## src/logic/fifo_chain_defs.svh

```systemverilog
/*
  Constants for the FIFO-chain controller: register offsets, field positions,
  reset values and pin timing counts at a 20 MHz clock.
  Assumes the includer is a module on the single 20 MHz clock.
*/
// Behaviour
// - Expansion input pulses must precede the strobes they enable.
// - Strobe, reset, retransmit and expansion pulses must meet minimum widths.
// - Each system watches full of the device it writes, empty of the one it reads; the controller flags empty or full when any device does.
// - Depth and width expansion may be combined, also in paired buffers.
// - Chain each expansion output to the next input; first-load high except first.
// - Retransmit is never used in depth expansion mode.
`ifndef FIFO_CHAIN_DEFS_SVH
`define FIFO_CHAIN_DEFS_SVH

// Register offsets.
`define REG_CONTROL 8'h00
`define REG_WRDATA 8'h04
`define REG_RDDATA 8'h08
`define REG_STATUS 8'h0C
`define REG_IRQ_STATUS 8'h10
`define REG_IRQ_ENABLE 8'h14
`define REG_IRQ_CLEAR 8'h18
`define REG_COUNT 8'h1C

// Control register fields.
`define CTL_RESET_BIT 0
`define CTL_RETX_BIT 1
`define CTL_DEPTH_BIT 2
`define CTL_READ_BIT 3
`define CTL_RESET_VALUE 3'h4

// Status and interrupt fields.
`define ST_EMPTY_BIT 0
`define ST_FULL_BIT 1
`define ST_BUSY_BIT 2
`define IRQ_WRDONE_BIT 0
`define IRQ_RDDONE_BIT 1
`define IRQ_REFUSED_BIT 2
`define IRQ_BITS 3

// Timing: slowest grade figures in ns, counts rounded up at 50 ns.
`define CLK_PERIOD_NS 50
`define T_STROBE_NS 200
`define T_RECOVER_NS 35
`define T_RESET_SETUP_NS 180
`define T_ACCESS_NS 200
`define CYCLES_UP(ns) (((ns) + `CLK_PERIOD_NS - 1) / `CLK_PERIOD_NS)
`define N_STROBE `CYCLES_UP(`T_STROBE_NS)
`define N_RECOVER `CYCLES_UP(`T_RECOVER_NS)
`define N_RESET_SETUP `CYCLES_UP(`T_RESET_SETUP_NS)
`define N_ACCESS `CYCLES_UP(`T_ACCESS_NS)

`endif

```

## src/logic/fifo_chain_pkg.sv

```systemverilog
/*
  Types for the FIFO-chain controller.
  Assumes nothing of its surroundings.
*/
package fifo_chain_pkg;
  typedef enum logic [2:0] {IDLE, RS_HOLD, RS_REC, WR_LOW, RD_LOW, RT_LOW, RECOVER} state_e;
  typedef logic [3:0] count_t;
endpackage

```

## src/logic/pin_sync.sv

```systemverilog
/*
  Two-flip-flop synchroniser for a group of asynchronous pin inputs.
  Assumes the pins are stable levels relative to the clock period.
*/
`timescale 1ns/1ns
module pin_sync #(
  parameter int WIDTH = 1,
  parameter logic [WIDTH-1:0] INIT = '0
) (
  // Clock and reset.
  input wire logic clk,
  input wire logic reset_n,
  // Pins and their synchronised copies.
  input wire logic [WIDTH-1:0] pinIn,
  output logic [WIDTH-1:0] pinSync
);
  logic [WIDTH-1:0] stage1;

  // Only the second stage reads the first one.
  always_ff @(posedge clk or negedge reset_n)
  begin
    if (!reset_n)
    begin
      stage1 <= INIT;
      pinSync <= INIT;
    end
    else
    begin
      stage1 <= pinIn;
      pinSync <= stage1;
    end
  end
endmodule

```

## src/logic/pulse_timer.sv

```systemverilog
/*
  Down-counter that times a phase of a pin cycle in clock cycles.
  Assumes load and the count come from logic on the same clock.
*/
`timescale 1ns/1ns
module pulse_timer (
  // Clock and reset.
  input wire logic clk,
  input wire logic reset_n,
  // Control.
  input wire logic load,
  input wire fifo_chain_pkg::count_t loadValue,
  // Status.
  output logic done
);
  fifo_chain_pkg::count_t remaining;

  // Loads a count and runs it down to zero.
  always_ff @(posedge clk or negedge reset_n)
  begin
    if (!reset_n)
      remaining <= 4'h0;
    else if (load)
      remaining <= loadValue;
    else if (remaining != 4'h0)
      remaining <= remaining - 4'h1;
  end

  assign done = (remaining == 4'h0) && !load;
endmodule

```

## src/logic/fifo_chain_ctrl.sv

```systemverilog
/*
  Controller that drives a daisy-chained set of depth-expanded FIFOs through
  their shared write, read, reset and first-load/retransmit pins, and exposes a
  small register port to software.
  Assumes the chained devices share data and strobe lines, that the chain is
  wired output to input, and that software uses one-cycle strobes.
*/
// Design decisions made here: the register addresses and the address-and-strobe port.
`timescale 1ns/1ns
`include "fifo_chain_defs.svh"
module fifo_chain_ctrl #(
  parameter int DATA_WIDTH = 9,
  parameter int DEVICES = 3,
  parameter int DEPTH = 512
) (
  // Clock and reset.
  input wire logic clk,
  input wire logic reset_n,
  // Software register port.
  input wire logic [7:0] regAddr,
  input wire logic [31:0] regWdata,
  input wire logic regWrite,
  input wire logic regRead,
  output logic [31:0] regRdata,
  output logic irq,
  // Shared strobes to the chain.
  output logic writeStrobe_n,
  output logic readStrobe_n,
  output logic fifoReset_n,
  output logic firstLoadRetx_n,
  output logic expansionIn_n,
  // Shared data lines.
  output logic [DATA_WIDTH-1:0] dataToFifo,
  input wire logic [DATA_WIDTH-1:0] dataFromFifo,
  // Per-device flags.
  input wire logic [DEVICES-1:0] emptyFlag_n,
  input wire logic [DEVICES-1:0] fullFlag_n
);
  localparam int CW = $clog2(DEPTH * DEVICES + 1);

  fifo_chain_pkg::state_e state;
  logic [DEVICES-1:0] emptySync_n;
  logic [DEVICES-1:0] fullSync_n;
  logic [DATA_WIDTH-1:0] dataSync;
  logic anyEmpty;
  logic anyFull;
  logic timerLoad;
  fifo_chain_pkg::count_t timerValue;
  logic timerDone;
  logic depthMode;
  logic [DATA_WIDTH-1:0] rdData;
  logic [CW-1:0] wordCount;
  logic [`IRQ_BITS-1:0] irqStatus;
  logic [`IRQ_BITS-1:0] irqEnable;
  logic [`IRQ_BITS-1:0] irqSet;
  logic startWrite;
  logic startRead;
  logic startReset;
  logic startRetx;
  logic refused;

  // Decodes whether a register address hits a given offset.
  function automatic logic hit(input logic [7:0] addr, input logic [7:0] offset);
    hit = (addr == offset);
  endfunction

  //////////////////////////////////////////////////////////////////////////////

  // Flags and read data come from the devices and are synchronised first.
  pin_sync #(.WIDTH(DEVICES), .INIT('0)) emptySyncInst (
    .clk(clk),
    .reset_n(reset_n),
    .pinIn(emptyFlag_n),
    .pinSync(emptySync_n)
  );
  pin_sync #(.WIDTH(DEVICES), .INIT('0)) fullSyncInst (
    .clk(clk),
    .reset_n(reset_n),
    .pinIn(fullFlag_n),
    .pinSync(fullSync_n)
  );
  pin_sync #(.WIDTH(DATA_WIDTH), .INIT('0)) dataSyncInst (
    .clk(clk),
    .reset_n(reset_n),
    .pinIn(dataFromFifo),
    .pinSync(dataSync)
  );

  // Composite flags: the chain is empty or full when any device says so.
  // Every device's flags are watched: a depth chain refuses reads while any device is empty and writes while any is full.
  assign anyEmpty = ~&emptySync_n;
  assign anyFull = ~&fullSync_n;

  //////////////////////////////////////////////////////////////////////////////

  // Software orders, decoded from register writes.
  assign startWrite = regWrite && hit(regAddr, `REG_WRDATA);
  assign startRead = regWrite && hit(regAddr, `REG_CONTROL) && regWdata[`CTL_READ_BIT];
  assign startReset = regWrite && hit(regAddr, `REG_CONTROL) && regWdata[`CTL_RESET_BIT];
  assign startRetx = regWrite && hit(regAddr, `REG_CONTROL) && regWdata[`CTL_RETX_BIT];
  // Orders that arrive while busy, against a full or empty chain, or a retransmit in
  // depth mode, are refused and flagged.
  assign refused = (startWrite || startRead || startReset || startRetx) &&
                   ((state != fifo_chain_pkg::IDLE) ||
                    (startWrite && anyFull) || (startRead && anyEmpty) ||
                    (startRetx && depthMode));

  pulse_timer timerInst (
    .clk(clk),
    .reset_n(reset_n),
    .load(timerLoad),
    .loadValue(timerValue),
    .done(timerDone)
  );

  //////////////////////////////////////////////////////////////////////////////

  // Pin sequencer: every pulse is held at least its minimum width and then recovers.
  always_ff @(posedge clk or negedge reset_n)
  begin
    if (!reset_n)
    begin
      state <= fifo_chain_pkg::IDLE;
      writeStrobe_n <= 1'b1;
      readStrobe_n <= 1'b1;
      fifoReset_n <= 1'b1;
      firstLoadRetx_n <= 1'b0;
      timerLoad <= 1'b0;
      timerValue <= 4'h0;
    end
    else
    begin
      timerLoad <= 1'b0;
      case (state)
        fifo_chain_pkg::IDLE:
        begin
          if (!refused && startReset)
          begin
            fifoReset_n <= 1'b0;
            timerValue <= 4'(`N_RESET_SETUP);
            timerLoad <= 1'b1;
            state <= fifo_chain_pkg::RS_HOLD;
          end
          else if (!refused && startWrite)
          begin
            writeStrobe_n <= 1'b0;
            timerValue <= 4'(`N_STROBE);
            timerLoad <= 1'b1;
            state <= fifo_chain_pkg::WR_LOW;
          end
          else if (!refused && startRead)
          begin
            readStrobe_n <= 1'b0;
            timerValue <= 4'(`N_ACCESS);
            timerLoad <= 1'b1;
            state <= fifo_chain_pkg::RD_LOW;
          end
          else if (!refused && startRetx)
          begin
            firstLoadRetx_n <= 1'b0;
            timerValue <= 4'(`N_STROBE);
            timerLoad <= 1'b1;
            state <= fifo_chain_pkg::RT_LOW;
          end
        end
        fifo_chain_pkg::RS_HOLD:
        begin
          // First-load low marks the first device; in single mode the pin idles high.
          firstLoadRetx_n <= !depthMode;
          if (timerDone)
          begin
            fifoReset_n <= 1'b1;
            timerValue <= 4'(`N_RECOVER);
            timerLoad <= 1'b1;
            state <= fifo_chain_pkg::RECOVER;
          end
        end
        fifo_chain_pkg::WR_LOW:
          if (timerDone)
          begin
            writeStrobe_n <= 1'b1;
            timerValue <= 4'(`N_RECOVER);
            timerLoad <= 1'b1;
            state <= fifo_chain_pkg::RECOVER;
          end
        fifo_chain_pkg::RD_LOW:
          if (timerDone)
          begin
            readStrobe_n <= 1'b1;
            timerValue <= 4'(`N_RECOVER);
            timerLoad <= 1'b1;
            state <= fifo_chain_pkg::RECOVER;
          end
        fifo_chain_pkg::RT_LOW:
          if (timerDone)
          begin
            firstLoadRetx_n <= 1'b1;
            timerValue <= 4'(`N_RECOVER);
            timerLoad <= 1'b1;
            state <= fifo_chain_pkg::RECOVER;
          end
        default:
          if (timerDone)
            state <= fifo_chain_pkg::IDLE;
      endcase
    end
  end

  // The first device's expansion input is high in depth mode and low in single mode.
  // It only moves while the chain reset is low, so it is settled before any strobe.
  always_ff @(posedge clk or negedge reset_n)
  begin
    if (!reset_n)
      expansionIn_n <= 1'b1;
    else if (state == fifo_chain_pkg::RS_HOLD)
      expansionIn_n <= depthMode;
  end

  //////////////////////////////////////////////////////////////////////////////

  // Write data launches with the falling strobe and stays still under it; read data
  // is captured at the end of the read pulse.
  always_ff @(posedge clk or negedge reset_n)
  begin
    if (!reset_n)
    begin
      dataToFifo <= '0;
      rdData <= '0;
    end
    else
    begin
      if (startWrite && state == fifo_chain_pkg::IDLE)
        dataToFifo <= regWdata[DATA_WIDTH-1:0];
      if (state == fifo_chain_pkg::RD_LOW && timerDone)
        rdData <= dataSync;
    end
  end

  // Word count tracks how far the chain is filled, cleared by a chain reset.
  always_ff @(posedge clk or negedge reset_n)
  begin
    if (!reset_n)
      wordCount <= '0;
    else if (state == fifo_chain_pkg::RS_HOLD)
      wordCount <= '0;
    else if (state == fifo_chain_pkg::WR_LOW && timerDone)
      wordCount <= wordCount + CW'(1);
    else if (state == fifo_chain_pkg::RD_LOW && timerDone && wordCount != '0)
      wordCount <= wordCount - CW'(1);
  end

  // Depth-mode selection from the control register.
  always_ff @(posedge clk or negedge reset_n)
  begin
    if (!reset_n)
      depthMode <= 1'b1;
    else if (regWrite && hit(regAddr, `REG_CONTROL) && state == fifo_chain_pkg::IDLE)
      depthMode <= regWdata[`CTL_DEPTH_BIT];
  end

  //////////////////////////////////////////////////////////////////////////////

  // Interrupt events: write done, read done, order refused; set wins over clear.
  assign irqSet[`IRQ_WRDONE_BIT] = (state == fifo_chain_pkg::WR_LOW) && timerDone;
  assign irqSet[`IRQ_RDDONE_BIT] = (state == fifo_chain_pkg::RD_LOW) && timerDone;
  assign irqSet[`IRQ_REFUSED_BIT] = refused;

  always_ff @(posedge clk or negedge reset_n)
  begin
    if (!reset_n)
    begin
      irqStatus <= '0;
      irqEnable <= '0;
    end
    else
    begin
      if (regWrite && hit(regAddr, `REG_IRQ_ENABLE))
        irqEnable <= regWdata[`IRQ_BITS-1:0];
      if (regWrite && hit(regAddr, `REG_IRQ_CLEAR))
        irqStatus <= (irqStatus & ~regWdata[`IRQ_BITS-1:0]) | irqSet;
      else
        irqStatus <= irqStatus | irqSet;
    end
  end

  // Registered interrupt line.
  always_ff @(posedge clk or negedge reset_n)
  begin
    if (!reset_n)
      irq <= 1'b0;
    else
      irq <= |(irqStatus & irqEnable);
  end

  // Register read port, data valid one cycle after the read strobe.
  always_ff @(posedge clk or negedge reset_n)
  begin
    if (!reset_n)
      regRdata <= 32'h00000000;
    else if (!regRead)
      regRdata <= 32'h00000000;
    else if (hit(regAddr, `REG_CONTROL))
      regRdata <= {29'h0, depthMode, 2'h0};
    else if (hit(regAddr, `REG_RDDATA))
      regRdata <= 32'(rdData);
    else if (hit(regAddr, `REG_STATUS))
      regRdata <= {29'h0, state != fifo_chain_pkg::IDLE, anyFull, anyEmpty};
    else if (hit(regAddr, `REG_IRQ_STATUS))
      regRdata <= 32'(irqStatus);
    else if (hit(regAddr, `REG_IRQ_ENABLE))
      regRdata <= 32'(irqEnable);
    else if (hit(regAddr, `REG_COUNT))
      regRdata <= 32'(wordCount);
    else
      regRdata <= 32'h00000000;
  end
endmodule

```

## config.mk

```make
export PLATFORM = sky130hd
export DESIGN_NAME = fifo_chain_ctrl
export DESIGN_NICKNAME = d
export VERILOG_FILES = /design/src/logic/fifo_chain_pkg.sv /design/src/logic/pin_sync.sv /design/src/logic/pulse_timer.sv /design/src/logic/fifo_chain_ctrl.sv
export VERILOG_INCLUDE_DIRS = /design/src /design/src/logic
export SDC_FILE = /design/constraint.sdc
export NUM_CORES = 1
export LEC_CHECK = 0
export ABC_AREA = 1
export BUFFER_PORTS_ARGS = -buffer_cell sky130_fd_sc_hd__buf_2
export CORE_UTILIZATION = 39
export DETAILED_ROUTE_END_ITERATION = 8
export HOLD_SLACK_MARGIN = 0.1
export MAX_ROUTING_LAYER = met4
export SLEW_MARGIN = 0
export SYNTH_ARGS = -nofsm -noshare
export SYNTH_HDL_FRONTEND = slang
export SYNTH_SLANG_ARGS = --single-unit
```

## constraint.sdc

```tcl
create_clock -name clk -period 7.8 [get_ports clk]
set_input_delay 0.39 -clock clk [delete_from_list [all_inputs] [get_ports clk]]
set_output_delay 0.39 -clock clk [all_outputs]
set_load 0.02 [all_outputs]
```

; ---- After elaboration in Yosys (flattened, before gate mapping)
; Index checks and enable logic that the tools add are counted.
[word_totals]
register_bits = 116
in_bits = 59
out_inout_bits = 47
wordCells = 158
[classes]
addsub = 3
eq_ne = 24
n_mux = 47
n_bitwise = 5
n_reduce_logical = 56
[ops]
columns = op, n
row1 = 2-to-1 mux 11 bit, 10
row2 = equality test 8 x 5 -> 1 bit (second input constant), 4
row3 = 2-to-1 mux 4 bit, 7
row4 = inequality test 2 bit (second input constant), 11
row5 = logical AND 1 bit, 21
row6 = 2-to-1 mux 3 bit, 7
row7 = equality test 8 x 4 -> 1 bit (second input constant), 2
row8 = 2-to-1 mux 1 bit, 16
row9 = AND reduction 3 bit, 5
row10 = nonzero test 2 bit, 6
row11 = adder 11 x 1 -> 11 bit (second input constant), 1
row12 = nonzero test 11 bit, 1
row13 = subtractor 11 x 1 -> 11 bit (second input constant), 1
row14 = nonzero test 3 bit, 3
row15 = equality test 8 x 3 -> 1 bit (second input constant), 1
row16 = zero test 8 bit, 1
row17 = one-hot mux 1 bit (2 select lines), 4
row18 = one-hot mux 4 bit (2 select lines), 1
row19 = AND 3 bit, 2
row20 = equality test 3 bit (second input constant), 2
row21 = logical OR 1 bit, 6
row22 = bitwise OR 3 bit, 2
row23 = one-hot mux 3 bit (2 select lines), 1
row24 = AND reduction 6 bit, 1
row25 = other kinds (15), 19

; ---- Longest topological paths before layout
[depth]
depth_word = 14
depth_mapped = 14
depth_no_buf = 14

; ---- Cells and area by module
; Synthesis repeated with hierarchy kept, for this count alone.
[hier_totals]
cells_unflattened = 494
area_unflattened_um2 = 4451.8
[modules_own_cells]
columns = mod, instances, cells_each, area_per_inst_um2, seq_area_each_um2
row1 = fifo_chain_ctrl, 1, 428, 3425.8, 1482.7
row2 = pin_sync at dataSyncInst, 1, 18, 450.4, 450.4
row3 = pin_sync at emptySyncInst ..., 2, 6, 150.1, 150.1
row4 = pulse_timer, 1, 36, 275.3, 100.1

; ---- Least setup slack after synthesis
; No wires, ideal clock.
[synth_path]
path_kind = register to register
start = reg timerInst.remaining[0]
end = reg wordCount[7]
setup_time_ns = 0.118
t_arrival_ns = 2.485
required_ns = 7.682
setup_slack_ns = 5.197
stages_incl_launch_ff = 14
n_path_buf = 0
period_less_slack_ns = 2.603
cell_sequence = dfrtp_1 inv_1 ha_1 nand2_1 nor3_4 nand3_1 ha_1 nand2_1 o21ai_0 a21o_1 a21oi_1 or2_2 nand3_1 nand2_1
[synth_via]
elab_chain_len = 5
elab_cells_between_ends = 8
classes_between = 2 x mux / 6 x reduce/logical
[synth_lines]
columns = item, line_no
row1 = "start, declared", pulse_timer.sv:16  ; fifo_chain_pkg::count_t remaining;
row2 = "start signal, assigned", pulse_timer.sv:24  ; remaining <= loadValue;
row3 = "start signal, assigned", pulse_timer.sv:26  ; remaining <= remaining - 4'h1;
row4 = zero test 4 bit *, pulse_timer.sv:29  ; assign done = (remaining == 4'h0) && !load;
row5 = logical AND 1 bit *, pulse_timer.sv:29
row6 = logical AND 1 bit (on tied branches), "fifo_chain_ctrl.sv:246, fifo_chain_ctrl.sv:248"
row7 = 2-to-1 mux 11 bit or logical AND 1 bit (tied branches), "fifo_chain_ctrl.sv:246, fifo_chain_ctrl.sv:248"
row8 = 2-to-1 mux 11 bit or nonzero test 3 bit (tied branches), -
row9 = "end signal, assigned", fifo_chain_ctrl.sv:247  ; wordCount <= wordCount + CW'(1);
row10 = "end signal, assigned", fifo_chain_ctrl.sv:249  ; wordCount <= wordCount - CW'(1);
row11 = "end, declared", fifo_chain_ctrl.sv:52  ; logic [CW-1:0] wordCount;
; Every way passes the cells marked *; elsewhere a longest branch is shown, timed or not.
; A chain may end at the register's enable or synchronous reset.

; ---- Final worst setup path
; Same ends and word-level chain as after synthesis.

==> impl_metrics.yaml <==
status:
  status: "finished, final reports clean"
timing:
  finClkSkew_ps: 11.5
  slew_headroom_pct: 48.8
  rsz0062_at_grt: "false"
  tightest_slew_ps: 768
  finalCritPeriodShare_pct: 40.3
  fin_crit_ps: 3140
  fmax_mhz: 318
  slew_violations: 0
  final-setup-viol-count: 0
  hold_violations: 0
  fin_setup_tns_ps: 0
pwr:
  power.density_nw_per_um2: 291
  p_sw_uw: 502
  clkPwrFrac_pct: 27.4
  peakVddDrop_mv: 0.136
  pwr-share-seq_pct: 42.8
  combPwrFrac_pct: 29.8
  p_sw_share_pct: 34.9
  p_int_uw: 936
  power_mw: 1.44
  p_leak_nw: 2.59
global_routing:
  antenna_found_initial: 0
  grt_pass1_wl_um: 14400
  grt.met2_usage_pct: 27.2
  grt_max_degree: 65
  grt_pass1_vias: 3075
  grt_overflow_total: 0
  grt.total_usage_pct: 16.9
  use_met3_pct: 3.22
  grt.busiest_layer: "met2"
  met1_usage_pct: 21.2
yosys:
  synth_seq_area_share_pct: 54.5
  async_reset_ff_share_pct: 100
  yosys.area.top_type_share_pct: 51.4
  yosysMostFrequentCell: "nand2_1"
  synth_flop_cell: "dfrtp_1"
  synthTopCellsByArea: "dfrtp_1, nand2_1, buf_4"
  syn_area_per_cell_um2: 9.21
  synth_area_um2: 4280
  synth_area_leader_cell: "dfrtp_1"
  ys.warnings.count: 0
  synth-seq-cells: 93
  yosysUniqueCellTypes: 38
  yosys-top-cells-count: "nand2_1, dfrtp_1, inv_1"
  synth_edf_count: 0
  syn_inst: 465
drt:
  drc: 0
  vias: 3206
  wl_per_cell_um: 12.6
  ant_nets: 0
  wl_um: 8550
  drt_pass1_iterations: 4
  vias_per_cell: 4.73
  drt_iter0_drc: 193
finish:
  layout.nets: 608
  syn_to_final_growth_pct: 15.5
  layout-drive-gt1-share_pct: 19.7
  post-route-util_pct: 47.3
  num_antenna_cells: 0
setup_path:
  critical_path_buf_inv_count: 1
  slowest_stage: "ha_1"
  worstSetupEndpointType: "flop"
  arrival_ps: 3410
  cp_top_family: "simple AND/OR/NAND/NOR gates"
  cp_data_required_time_ps: 8060
  crit_type: "flop to flop"
  cp-start-kind: "flop"
  slowest_delay_ps: 610
  reg2reg_from: "timerInst.remaining[0]$_DFFE_PN0N_"
  worstPathCellList: "inv_1, ha_1, nand2_1, nor3_4, nand3_1, ha_1, nand2_1, o21ai_0, a21o_1, a21oi_1, or2_2, nand3_1, nand2_1"
  startpoint: "timerInst.remaining[0]$_DFFE_PN0N_"
  worstPathMaxFanout: 14
  crit_top_cell: "nand2_1"
floorplanning:
  initial_core_util_pct: 40.9
  dieArea_um2: 11400
  die_h_um: 107
  io-pin-count: 106
  row_count: 37
  coreArea_um2: 10500
  die_w_um: 107
clocking:
  clkSlewWorstSetupHoldPaths_ps: 100
  cts-buffers-inserted: 9
  clock_latency_ps: 360
  cts_hold_buf: 1
  htree_levels: 3
  cts.repair.resized: 0
  post_cts_buffers: 0
  numClockSinks: 93
  cts_tree: "done"
  cts_max_path_buffers: 2
  clockRootBuffer: "clkbuf_8"
hold_path:
  hold_class: "primary input to flop"
  hold_path.startpoint: "dataFromFifo[5]"
placed_design:
  gp_congestion: 0.866
  hpwl_um: 6320
  portBuffers: 61
job:
  drv_cap: 0
-- power by group through the flow --
stage	combinational, mW	sequential [mW]	clock [mW]
floorplan	0.327	0.625	0
global placement	0.418	0.623	0
detailed placement	0.426	0.625	0
CTS	0.430	0.616	0.403
global route	0.495	0.628	0.423
finish	0.429	0.616	0.393
-- cells by family (layout without fill, tap and decap cells) --
kind of cell | after synthesis | after routing | share of synthesized area (%)
AOI/OAI and AO/OA | 77 | 77 | 9.56
buffers and inverters | 71 | 128 | 8.33
and+or+nand+nor | 198 | 198 | 20.8
other | 1 | 21 | 0.0876
xor gates and xnor gates | 7 | 7 | 1.43
adders and majority gates | 12 | 12 | 3.68
muxes | 6 | 6 | 1.58
DFF | 93 | 93 | 54.5
-- worst register-to-register path: cells and delay by family (launching register included) --
family,cells,cell delay (ps)
AO/OA/AOI/OAI,3,490
adder cells (fa/ha/maj),2,750
buffers and inverters,1,100
flip-flops,1,410
AND/OR/NAND/NOR,7,1290
-- sequential cells by signal (all words and copies together) (netlist names) --
name	cells
dataToFifo	9
readStrobe_n	1
timerInst.remaining	4
regRdata	11
fifoReset_n	1
dataSyncInst.stage1	9
depthMode	1
fullSyncInst.stage1	3
irqStatus	3
fullSyncInst.pinSync	3
timerValue	2
firstLoadRetx_n	1
irq	1
expansionIn_n	1
dataSyncInst.pinSync	9
wordCount	11
timerLoad	1
writeStrobe_n	1
irqEnable	3
state	3
rdData	9
emptySyncInst.pinSync	3
emptySyncInst.stage1	3
-- metal layers --
layer | share of wire, % | vias up | routed length, µm
met3 | 4.2 | 8 | 355
li1 | - | 1601 | -
met5 | 0 | - | 0
met1 | 46 | 1515 | 3940
met4 | 1.5 | 0 | 129
met2 | 48 | 82 | 4130
-- path summary, 6_finish.rpt --
path | endpoint | slack (ps) | cells past startpoint
worst max-delay path | wordCount[7]$_DFFE_PN0P_ | 4660 | 13
worst min-delay path | dataSyncInst.stage1[5]$_DFF_PN0_ | 120 | 1
worst max register to register | wordCount[7]$_DFFE_PN0P_ | 4660 | 13
worst min register to register | emptySyncInst.pinSync[2]$_DFF_PN0_ | 350 | 0
max in group asynchronous | regRdata[0]$_DFF_PN0_ | 6210 | 3
min in group asynchronous | regRdata[5]$_DFF_PN0_ | 470 | 2
-- cell usage in the layout (no fill, tap or decap), drive strengths merged --
master and count:
a21o 1, a21oi 32, buf 62, bufinv 3, clkbuf 10, clkinv 2
conb 21, dfrtp 88, dfstp 5, dlygate4sd3 4, fa 1, ha 11
inv 47, mux2 6, nand2 121, nand3 19, nand3b 1, nand4 8
nor2 40, nor3 6, nor4 2, o21ai 39, o21bai 2, o22ai 2
o31ai 1, or2 1, xnor2 4, xor2 3
-- metrics by stage --
stage          instance area [µm²]  setup WS, ps  instances  hold WS (ps)
2_1_floorplan                 4360          5200        485          94.4
3_3_place_gp                  4660          4700        658           332
3_5_place_dp                  4660          4660        658           335
4_1_cts                       4910          4650        675           106
5_1_grt                       4940          4410        678           101
6_report                      4940          4660        678           122
-- layout make-up --
| class | count | area, µm² |
|---|---|---|
| clock buffer | 10 | 128 |
| clock inverter | 6 | 119 |
| fill | 1032 | 5520 |
| inverter | 46 | 173 |
| multi-input combinational | 321 | 1670 |
| sequential | 93 | 2330 |
| tap | 136 | 170 |
| timing repair buffer | 66 | 355 |
Power figures use the tool's default switching activity.
